==> src/rtl/bbsr_map.svh <==
`ifndef BBSR_MAP_SVH
`define BBSR_MAP_SVH
`define BBSR_STAGES 8
`define BBSR_RESET_VAL 8'h00
`endif

==> src/rtl/bbsr_pkg.sv <==
`default_nettype none
`include "bbsr_map.svh"
package bbsr_pkg;
    typedef logic [`BBSR_STAGES-1:0] bbsr_word_t;
    typedef enum logic [1:0] {
        BBSR_HOLD  = 2'b00,
        BBSR_SHIFT = 2'b01,
        BBSR_SYNC  = 2'b10,
        BBSR_ASYNC = 2'b11
    } bbsr_mode_e;
    typedef struct packed {
        bbsr_word_t stage;
        logic       clk_dly;
    } bbsr_state_s;
endpackage
`default_nettype wire

==> src/rtl/bbsr_stage.sv <==
`default_nettype none
// one master-slave stage: the next value settles combinationally (master),
// the register takes it only on a load (slave), so a held stage never moves
module bbsr_stage #(
    parameter logic reset_val = 1'b0
) (
    // clock and reset
    input  wire logic clk_i,
    input  wire logic reset_i,
    // load control and data
    input  wire logic load_i,
    input  wire logic d_i,
    output var  logic q_o
);
    typedef struct packed {
        logic q;
    } bbsr_stage_s;

    bbsr_stage_s st_ff;
    bbsr_stage_s nxt_st;

    always_comb begin
        nxt_st = st_ff;
        if (load_i) begin
            nxt_st.q = d_i; // [RULE7]
        end
    end

    always_ff @(posedge clk_i or posedge reset_i) begin
        if (reset_i) begin
            st_ff <= '{q: reset_val};
        end else begin
            st_ff <= nxt_st;
        end
    end

    assign q_o = st_ff.q;
endmodule
`default_nettype wire

==> src/rtl/bbsr_top.sv <==
`default_nettype none
`include "bbsr_map.svh"
// Functional notes
// (RULE1) eight stages loaded parallel or serially, contents shown in parallel
// (RULE2) sixteen two-way data lines, eight per side, one side in, other out
// (RULE3) direction high: A in, B driven; low: B in, A driven
// (RULE4) parallel mode, sync: load input side on shift clock rising edge
// (RULE5) parallel mode, async: load input side without waiting for a clock edge
// (RULE6) one serial data input for serial-to-parallel conversion
// (RULE7) each stage is master-slave with internally made clocks
// (RULE8) outside logic runs it with one clock, direction and mode selects
// (RULE9) an enable input gates parallel entry from the A lines
// (RULE10) transfer, serial-to-parallel, recirculate, parallel-to-serial uses
// (RULE11) outputs are buffered so loading cannot disturb stored state
// (RULE12) serial mode: each rising edge shifts serial input into stage one
// (RULE13) A side selected as input with enable low: no load from A
module bbsr_top
    import bbsr_pkg::*;
(
    // clock and reset
    input  wire logic       SYS_CLK_I,
    input  wire logic       RESET_I,
    // control
    input  wire logic       SHIFT_CLOCK_I,
    input  wire logic       A_TO_B_I,
    input  wire logic       PARALLEL_I,
    input  wire logic       ASYNC_LOAD_I,
    input  wire logic       A_SIDE_INPUT_ENABLE_I,
    input  wire logic       SERIAL_I,
    // A side lines
    input  wire logic [7:0] A_DATA_I,
    output logic      [7:0] A_DATA_O,
    output logic            A_DATA_OE_O,
    // B side lines
    input  wire logic [7:0] B_DATA_I,
    output logic      [7:0] B_DATA_O,
    output logic            B_DATA_OE_O,
    // parallel contents and serial end
    output logic      [7:0] Q_O,
    output logic            SERIAL_O
);
    localparam bbsr_word_t rst_word = `BBSR_RESET_VAL;

    // registered state: output copy of the stages and shift clock history
    bbsr_state_s st_ff;
    bbsr_state_s nxt_st;

    // control decode
    bbsr_mode_e  mode;
    logic        rise;
    logic        a_is_input;
    logic        par_allowed;
    logic        async_req;
    logic        sync_req;
    logic        shift_req;
    logic        ld;

    // data paths
    bbsr_word_t  in_word;
    bbsr_word_t  shift_word;
    bbsr_word_t  d_word;
    bbsr_word_t  q_word;

    // the shift clock is a sampled level; its history resets low, so a clock
    // already high when reset lets go counts as one rise
    assign rise = SHIFT_CLOCK_I & ~st_ff.clk_dly; // [RULE8]

    // direction picks which side feeds the stages
    assign a_is_input = A_TO_B_I; // [RULE3]

    always_comb begin
        case (a_is_input)
            1'b1: begin
                in_word = A_DATA_I; // [RULE3]
            end
            1'b0: begin
                in_word = B_DATA_I; // [RULE3]
            end
            default: begin
                in_word = B_DATA_I;
            end
        endcase
    end

    // the enable qualifies the A lines only; B-side entry is never gated
    assign par_allowed = ~a_is_input | A_SIDE_INPUT_ENABLE_I; // [RULE9] [RULE13]

    // async entry is level-true, caught at every system clock (one-cycle latency)
    assign async_req = PARALLEL_I & ASYNC_LOAD_I & par_allowed; // [RULE5]
    assign sync_req  = PARALLEL_I & ~ASYNC_LOAD_I & par_allowed & rise; // [RULE4]
    assign shift_req = ~PARALLEL_I & rise; // [RULE12]

    always_comb begin
        mode = BBSR_HOLD;
        if (async_req) begin
            mode = BBSR_ASYNC;
        end else if (sync_req) begin
            mode = BBSR_SYNC;
        end else if (shift_req) begin
            mode = BBSR_SHIFT;
        end
    end

    // stage 0 takes the serial input, each later stage its lower neighbour
    assign shift_word = {q_word[`BBSR_STAGES-2:0], SERIAL_I}; // [RULE6] [RULE12]

    // a refused or idle cycle keeps every stage as it is
    always_comb begin
        d_word = q_word;
        ld     = 1'b0;
        case (mode)
            BBSR_SHIFT: begin
                d_word = shift_word; // [RULE12]
                ld     = 1'b1;
            end
            BBSR_SYNC,
            BBSR_ASYNC: begin
                d_word = in_word; // [RULE10]
                ld     = 1'b1;
            end
            BBSR_HOLD: begin
                d_word = q_word;
                ld     = 1'b0;
            end
            default: begin
                d_word = q_word;
                ld     = 1'b0;
            end
        endcase
    end

    // all eight stages share one load strobe, so a word enters them together
    bbsr_stage #(
        .reset_val (rst_word[0])
    ) u_stage_0 ( // [RULE1] [RULE7]
        .clk_i   (SYS_CLK_I),
        .reset_i (RESET_I),
        .load_i  (ld),
        .d_i     (d_word[0]),
        .q_o     (q_word[0])
    );

    bbsr_stage #(
        .reset_val (rst_word[1])
    ) u_stage_1 ( // [RULE1] [RULE7]
        .clk_i   (SYS_CLK_I),
        .reset_i (RESET_I),
        .load_i  (ld),
        .d_i     (d_word[1]),
        .q_o     (q_word[1])
    );

    bbsr_stage #(
        .reset_val (rst_word[2])
    ) u_stage_2 ( // [RULE1] [RULE7]
        .clk_i   (SYS_CLK_I),
        .reset_i (RESET_I),
        .load_i  (ld),
        .d_i     (d_word[2]),
        .q_o     (q_word[2])
    );

    bbsr_stage #(
        .reset_val (rst_word[3])
    ) u_stage_3 ( // [RULE1] [RULE7]
        .clk_i   (SYS_CLK_I),
        .reset_i (RESET_I),
        .load_i  (ld),
        .d_i     (d_word[3]),
        .q_o     (q_word[3])
    );

    bbsr_stage #(
        .reset_val (rst_word[4])
    ) u_stage_4 ( // [RULE1] [RULE7]
        .clk_i   (SYS_CLK_I),
        .reset_i (RESET_I),
        .load_i  (ld),
        .d_i     (d_word[4]),
        .q_o     (q_word[4])
    );

    bbsr_stage #(
        .reset_val (rst_word[5])
    ) u_stage_5 ( // [RULE1] [RULE7]
        .clk_i   (SYS_CLK_I),
        .reset_i (RESET_I),
        .load_i  (ld),
        .d_i     (d_word[5]),
        .q_o     (q_word[5])
    );

    bbsr_stage #(
        .reset_val (rst_word[6])
    ) u_stage_6 ( // [RULE1] [RULE7]
        .clk_i   (SYS_CLK_I),
        .reset_i (RESET_I),
        .load_i  (ld),
        .d_i     (d_word[6]),
        .q_o     (q_word[6])
    );

    bbsr_stage #(
        .reset_val (rst_word[7])
    ) u_stage_7 ( // [RULE1] [RULE7]
        .clk_i   (SYS_CLK_I),
        .reset_i (RESET_I),
        .load_i  (ld),
        .d_i     (d_word[7]),
        .q_o     (q_word[7])
    );

    // output copy follows the stages on the same edge
    always_comb begin
        nxt_st         = st_ff;
        nxt_st.clk_dly = SHIFT_CLOCK_I; // [RULE8]
        nxt_st.stage   = d_word; // [RULE11]
    end

    always_ff @(posedge SYS_CLK_I or posedge RESET_I) begin
        if (RESET_I) begin
            st_ff <= '{stage: rst_word, clk_dly: 1'b0};
        end else begin
            st_ff <= nxt_st;
        end
    end

    // A, B and serial pins read the separate copy, so bus loading stays apart; Q_O reads the stages
    assign A_DATA_O = st_ff.stage; // [RULE11]
    assign B_DATA_O = st_ff.stage; // [RULE11]
    assign Q_O      = q_word; // [RULE1]
    assign SERIAL_O = st_ff.stage[`BBSR_STAGES-1]; // [RULE10]

    // exactly one side drives at a time; the other is the input side
    always_comb begin
        case (a_is_input)
            1'b1: begin
                A_DATA_OE_O = 1'b0; // [RULE2] [RULE3]
                B_DATA_OE_O = 1'b1; // [RULE2] [RULE3]
            end
            1'b0: begin
                A_DATA_OE_O = 1'b1;
                B_DATA_OE_O = 1'b0;
            end
            default: begin
                A_DATA_OE_O = 1'b0;
                B_DATA_OE_O = 1'b0;
            end
        endcase
    end
endmodule
`default_nettype wire

==> config.mk <==
export PLATFORM = sky130hd
export DESIGN_NAME = bbsr_top
export DESIGN_NICKNAME = d
export VERILOG_FILES = /design/src/rtl/bbsr_pkg.sv /design/src/rtl/bbsr_stage.sv /design/src/rtl/bbsr_top.sv
export VERILOG_INCLUDE_DIRS = /design/src /design/src/rtl
export SDC_FILE = /design/constraint.sdc
export NUM_CORES = 1
export LEC_CHECK = 0
export BUFFER_PORTS_ARGS = -buffer_cell sky130_fd_sc_hd__buf_2
export CAP_MARGIN = 40
export CORE_UTILIZATION = 48
export DETAILED_ROUTE_END_ITERATION = 10
export GPL_TIMING_DRIVEN = 0
export PLACE_DENSITY = 0.84
export SYNTH_ARGS = -nofsm -noshare
export SYNTH_HDL_FRONTEND = slang
export SYNTH_SLANG_ARGS = --single-unit
==> constraint.sdc <==
create_clock -name SYS_CLK_I -period 1.6 [get_ports SYS_CLK_I]
set_input_delay 0.32 -clock SYS_CLK_I [delete_from_list [all_inputs] [get_ports SYS_CLK_I]]
set_output_delay 0.32 -clock SYS_CLK_I [all_outputs]
set_load 0.1 [all_outputs]
==> qor.yml, run 1 <==
pwr:
  power.share.clock: 0.099
  seqPwrFrac: 0.239
  vdd_drop_max_mv: 1.36
  power.switching_uw: 1370
  power.internal_uw: 1000
  switching_share: 0.577
  combPwrFrac: 0.662
  powerDensity_nw_per_um2: 1500
  leakage_uw: 0.000760
clock_tree:
  clk_pin_slew_worst_paths_ps: 110
  clock_sinks: 17
  root_buffer: "clkbuf_4"
  cts_htree_levels: 1
  hold_buffers: 0
  clk-insertion-delay-late_ps: 300
  cts_buffers: 3
  cts_resized: 0
  post_cts_buffers: 0
  ctsLongestPathBuffers: 2
  tritoncts: "yes"
placement:
  io_buffers: 47
  place.detailed.hpwl_um: 2030
  placed_area_um2: 1560
  gpl.final_weighted_congestion: 0.740
worst_setup_path:
  worstPathCellList: "buf_4 > buf_2"
  startpoint_type: "register"
  worst_setup_path_end_kind: "output pin"
  worstPathMaxFanout: 3
  max_stage_delay_ps: 410
  required_ps: 1280
  slowest_stage: "dfrtp_1"
  crit_type: "register to output pin"
  arrival_ps: 1240
flow_run:
  drv_cap: 0
final_layout:
  syn_to_final_growth_pct: 23.4
  nets: 180
  final_util: 0.634
  finalInstanceArea_um2: 1590
  n_antenna_cell: 0
  drive_above_1_share: 0.665
yosys:
  synth_fp_nets: 128
  ys_seq_area_frac: 0.331
  synth_seq_cells: 17
  synth_cells: 104
  syn_avg_cell_area_um2: 12.4
  ys_types: 15
  synthesis.area_um2: 1280
  yosys_warnings: 0
timing:
  fin_skew_ps: 11.5
  post-route-period-util: 0.972
  fmax_mhz: 643
  max_slew_margin: 0.561
  worstMarginPinSlew_ps: 658
  setup_viol_count_final: 0
  fin_crit_ps: 1560
  maxSlewViolCount: 0
  tns_ps: 0
  grt_setup_unrepaired: "no"
  hold_violations: 0
route:
  drtPass1Iterations: 4
  via_per_inst: 5.08
  routed_wl_um: 2500
  num_vias: 939
  wl_per_cell_um: 13.5
  drtIter0Drc: 12
  drcViolationCount: 0
  ant_nets: 0
grt:
  antenna_found_initial: 0
  grt_pass1_wl_um: 3690
  grt_pass1_vias: 870
  grt_overflow: 0
  grt_max_degree: 18
  grt_use_total: 0.180
floorplanning:
  die_area_um2: 2890
  core_area_um2: 2500
  initial_core_util: 0.514
  rows: 18
  io_pins: 51
  fp.dieW_um: 53.7
  die_h_um: 53.7
hold_path:
  hold_path_class: "input pin to asynchronous set/reset pin"
status:
  outcome: "finished clean"
-- logic make-up (layout without fill, tap and decap cells) --
family,after synthesis,count (layout),share of synthesized area
buf+inv,43,94,0.238
flops,17,17,0.331
simple gates,11,11,0.0477
compound gates,25,25,0.314
mux,8,8,0.0701
-- power groups by stage --
| stage | combinational [µW] | clock (µW) | sequential, µW |
|---|---|---|---|
| 2_1_floorplan | 1370 | 0 | 596 |
| 3_3_place_gp | 1560 | 0 | 569 |
| 3_5_place_dp | 1580 | 0 | 575 |
| 4_1_cts | 1580 | 237 | 567 |
| 5_1_grt | 1630 | 244 | 575 |
| 6_report | 1570 | 236 | 567 |
-- cells in the mapped netlist (all sizes together) --
master | n | area [µm²]
buf | 32 | 264
clkbuf | 1 | 3.75
dfrtp | 17 | 425
inv | 10 | 37.5
mux2 | 8 | 90.1
nand2 | 8 | 30.0
nand2b | 1 | 6.26
nor2b | 1 | 6.26
nor3b | 1 | 18.8
o2111ai | 8 | 70.1
o211a | 1 | 17.5
o311ai | 16 | 315
-- state kept, by name, indices dropped and copies added (netlist names) --
name           flops
A_DATA_O           8
st_ff              1
u_stage_0.q_o      1
u_stage_1.q_o      1
u_stage_2.q_o      1
u_stage_3.q_o      1
u_stage_4.q_o      1
u_stage_5.q_o      1
u_stage_6.q_o      1
u_stage_7.q_o      1
-- worst paths after layout --
| check | end | slack (ps) | cells after the start | from |
|---|---|---|---|---|
| worst min-delay path | u_stage_0.q_o | 100 | 2 | RESET_I |
| worst min register to register | A_DATA_O[7] | 610 | 2 | u_stage_6.q_o |
| min in group SYS_CLK_I | st_ff[0] | 140 | 1 | SHIFT_CLOCK_I |
| max in group asynchronous | A_DATA_O[7] | 1050 | 2 | RESET_I |
| worst max register to register | u_stage_3.q_o | 210 | 3 | st_ff[0] |
| worst max-delay path | Q_O[0] | 40 | 2 | u_stage_0.q_o |
-- final cells by class --
class	count	area, µm²
Buffer	33	268
Clock buffer	4	26.3
Fill cell	194	915
Inverter	10	37.5
Multi-Input combinational cell	44	554
Sequential cell	17	427
Tap cell	30	37.5
Timing Repair Buffer	47	235
-- layout by cell type, fill, tap and decap left out --
| cell type | count |
|---|---|
| nand2b_1 | 1 |
| o211a_4 | 1 |
| buf_6 | 3 |
| clkbuf_4 | 3 |
| dfrtp_2 | 1 |
| buf_12 | 1 |
| dfrtp_1 | 16 |
| buf_4 | 28 |
| inv_1 | 10 |
| o311ai_4 | 10 |
| buf_2 | 47 |
| o2111ai_1 | 8 |
| nor3b_4 | 1 |
| clkbuf_1 | 2 |
| nor2b_1 | 1 |
| o311ai_0 | 6 |
| nand2_1 | 8 |
| mux2_2 | 8 |
-- layer usage --
layer | GRT usage | up-vias | routed length [µm]
met3 | 0.0169 | 4 | 148
met5 | 0 | - | 0
met2 | 0.323 | 38 | 1280
li1 | - | 462 | -
met1 | 0.214 | 435 | 1040
met4 | 0.0789 | 0 | 25
-- per-stage QoR --
stage / setup WS (ps) / std cells / hold WS [ps] / total power, µW
after floorplan: 214 / 104 / 246 / 1970
after global placement: 166 / 181 / 423 / 2130
after detailed placement: 134 / 181 / 441 / 2160
after CTS: 36.7 / 185 / 115 / 2390
after global routing: 25.5 / 185 / 149 / 2450
final: 44.5 / 185 / 98.5 / 2380
-- worst max-delay path, delay by kind of cell, from the launching register on --
family | cells | cell delay [ps]
buffers and inverters | 2 | 530
DFF | 1 | 410
No activity file was read; power rests on OpenSTA's default activity.
==> run 2: changes to the inputs <==
- CELL_PAD_IN_SITES_DETAIL_PLACEMENT: unset -> 2
- CELL_PAD_IN_SITES_GLOBAL_PLACEMENT: unset -> 2
- CORE_UTILIZATION: 48 -> 30
==> qor.yml, run 2 (synthesis gave the netlist of run 1 again) <==
timing:
  fin_crit_ps: 1490
  hold_violations: 0
  setup_viol_count_final: 0
  post-route-period-util: 0.930
  tns_ps: 0
  fmax_mhz: 672
  fin_skew_ps: 2.25
  worstMarginPinSlew_ps: 707
  grt_setup_unrepaired: "no"
  max_slew_margin: 0.528
  maxSlewViolCount: 0
clock_tree:
  clk-insertion-delay-late_ps: 250
  cts_htree_levels: 1
  ctsLongestPathBuffers: 2
  clock_sinks: 17
  cts_resized: 0
  root_buffer: "clkbuf_8"
  tritoncts: "yes"
  hold_buffers: 0
  cts_buffers: 3
  clk_pin_slew_worst_paths_ps: 70
  post_cts_buffers: 0
placement:
  gpl.final_weighted_congestion: 0.715
  dp.cells: 201
  io_buffers: 47
  place.detailed.hpwl_um: 2630
worst_setup_path:
  critPathTopFamily: "buffers and inverters"
  crit-reg2reg-launch: "st_ff[0]"
  worstPathCellList: "buf_4 > buf_2"
  rrSetupSlack_ps: 180
  r2r_cells: 3
  worstPathMaxFanout: 3
  cp.buffers_inverters: 2
  slowest_stage: "buf_2"
  max_stage_delay_ps: 410
  arrival_ps: 1170
  reg2reg_to: "u_stage_0.q_o"
  worst_setup_path_end_kind: "output pin"
  required_ps: 1280
  startpoint_type: "register"
  crit_type: "register to output pin"
final_layout:
  n_antenna_cell: 0
  layout_common_cells: "buf_2 (47), buf_4 (28), dfrtp_1 (16)"
  largest_reg_flops: 8
  final_common_cell: "buf_2"
  fill_cells: 441
  syn_to_final_growth_pct: 26.9
  drive_above_1_share: 0.671
  nets: 180
  stdcell_count: 205
route:
  num_vias: 973
  ant_nets: 0
  drtIter0Drc: 19
  drtPass1Iterations: 4
  routed_wl_um: 3290
  drcViolationCount: 0
  wl_per_cell_um: 16.0
  via_per_inst: 4.75
floorplanning:
  io_pins: 51
  rows: 23
  die_area_um2: 4550
  fp.dieW_um: 67.4
  initial_core_util: 0.317
  die_h_um: 67.4
  core_area_um2: 4060
grt:
  grt_use_total: 0.165
  grt_overflow: 0
  grt_max_degree: 18
  grt_pass1_vias: 1101
  antenna_found_initial: 0
  grt_pass1_wl_um: 5420
pwr:
  leakage_uw: 0.000770
  powerDensity_nw_per_um2: 1520
  vdd_drop_max_mv: 0.480
status:
  outcome: "finished clean"
flow_run:
  drv_cap: 0
hold_path:
  hold_path_class: "input pin to asynchronous set/reset pin"
==> run 2: cell count changes in the layout (fill, tap and decap cells not counted), sizes merged <==
cell / previous run / this run
clkbuf: 5 / 4
clkinv: 0 / 1
==> run 2: report_power, final <==
part / internal [µW] / total (µW) / leakage [µW] / switching (µW)
combinational: 396 / 1580 / 0.000538 / 1180
clock: 173 / 331 / 0.0000255 / 158
sequential: 511 / 570 / 0.000206 / 58.6
total: 1080 / 2480 / 0.000770 / 1400
==> run 2: metrics by stage <==
step / setup WS (ps) / hold WS [ps] / power [µW] / area (µm²) / utilization
6_report: 111 / 173 / 2480 / 1630 / 0.402
5_1_grt: 70.9 / 225 / 2590 / 1630 / 0.402
4_1_cts: 101 / 196 / 2510 / 1630 / 0.402
3_5_place_dp: 60.8 / 469 / 2170 / 1580 / 0.390
3_3_place_gp: 138 / 432 / 2140 / 1580 / 0.390
2_1_floorplan: 214 / 246 / 1970 / 1290 / -
==> run 2: layer usage <==
metal | vias up | part of all wire | track usage
met5 | - | 0 | 0
met4 | 0 | 0.013 | 0.0559
met3 | 4 | 0.032 | 0.0253
met2 | 28 | 0.56 | 0.321
met1 | 482 | 0.39 | 0.176
li1 | 459 | - | -
==> run 2: area by class of cell <==
cell class | count | area (µm²) | share of cell area
inverter | 10 | 37.5 | 0.0230
multi-input combinational | 44 | 554 | 0.340
timing repair buffer | 47 | 235 | 0.144
sequential | 17 | 427 | 0.262
clock inverter | 1 | 5.00 | 0.00307
tap | 50 | 62.6 | 0.0384
buffer | 33 | 268 | 0.164
clock buffer | 3 | 41.3 | 0.0253
==> run 2: worst max-delay path by stage <==
stage,from,endpoint,cells after the start
floorplan,A_TO_B_I,A_DATA_OE_O,2
global placement,SHIFT_CLOCK_I,A_DATA_O[2],5
detailed placement,SHIFT_CLOCK_I,A_DATA_O[2],5
CTS,u_stage_3.q_o,Q_O[3],2
global route,u_stage_3.q_o,Q_O[3],2
finish,u_stage_0.q_o,Q_O[0],2
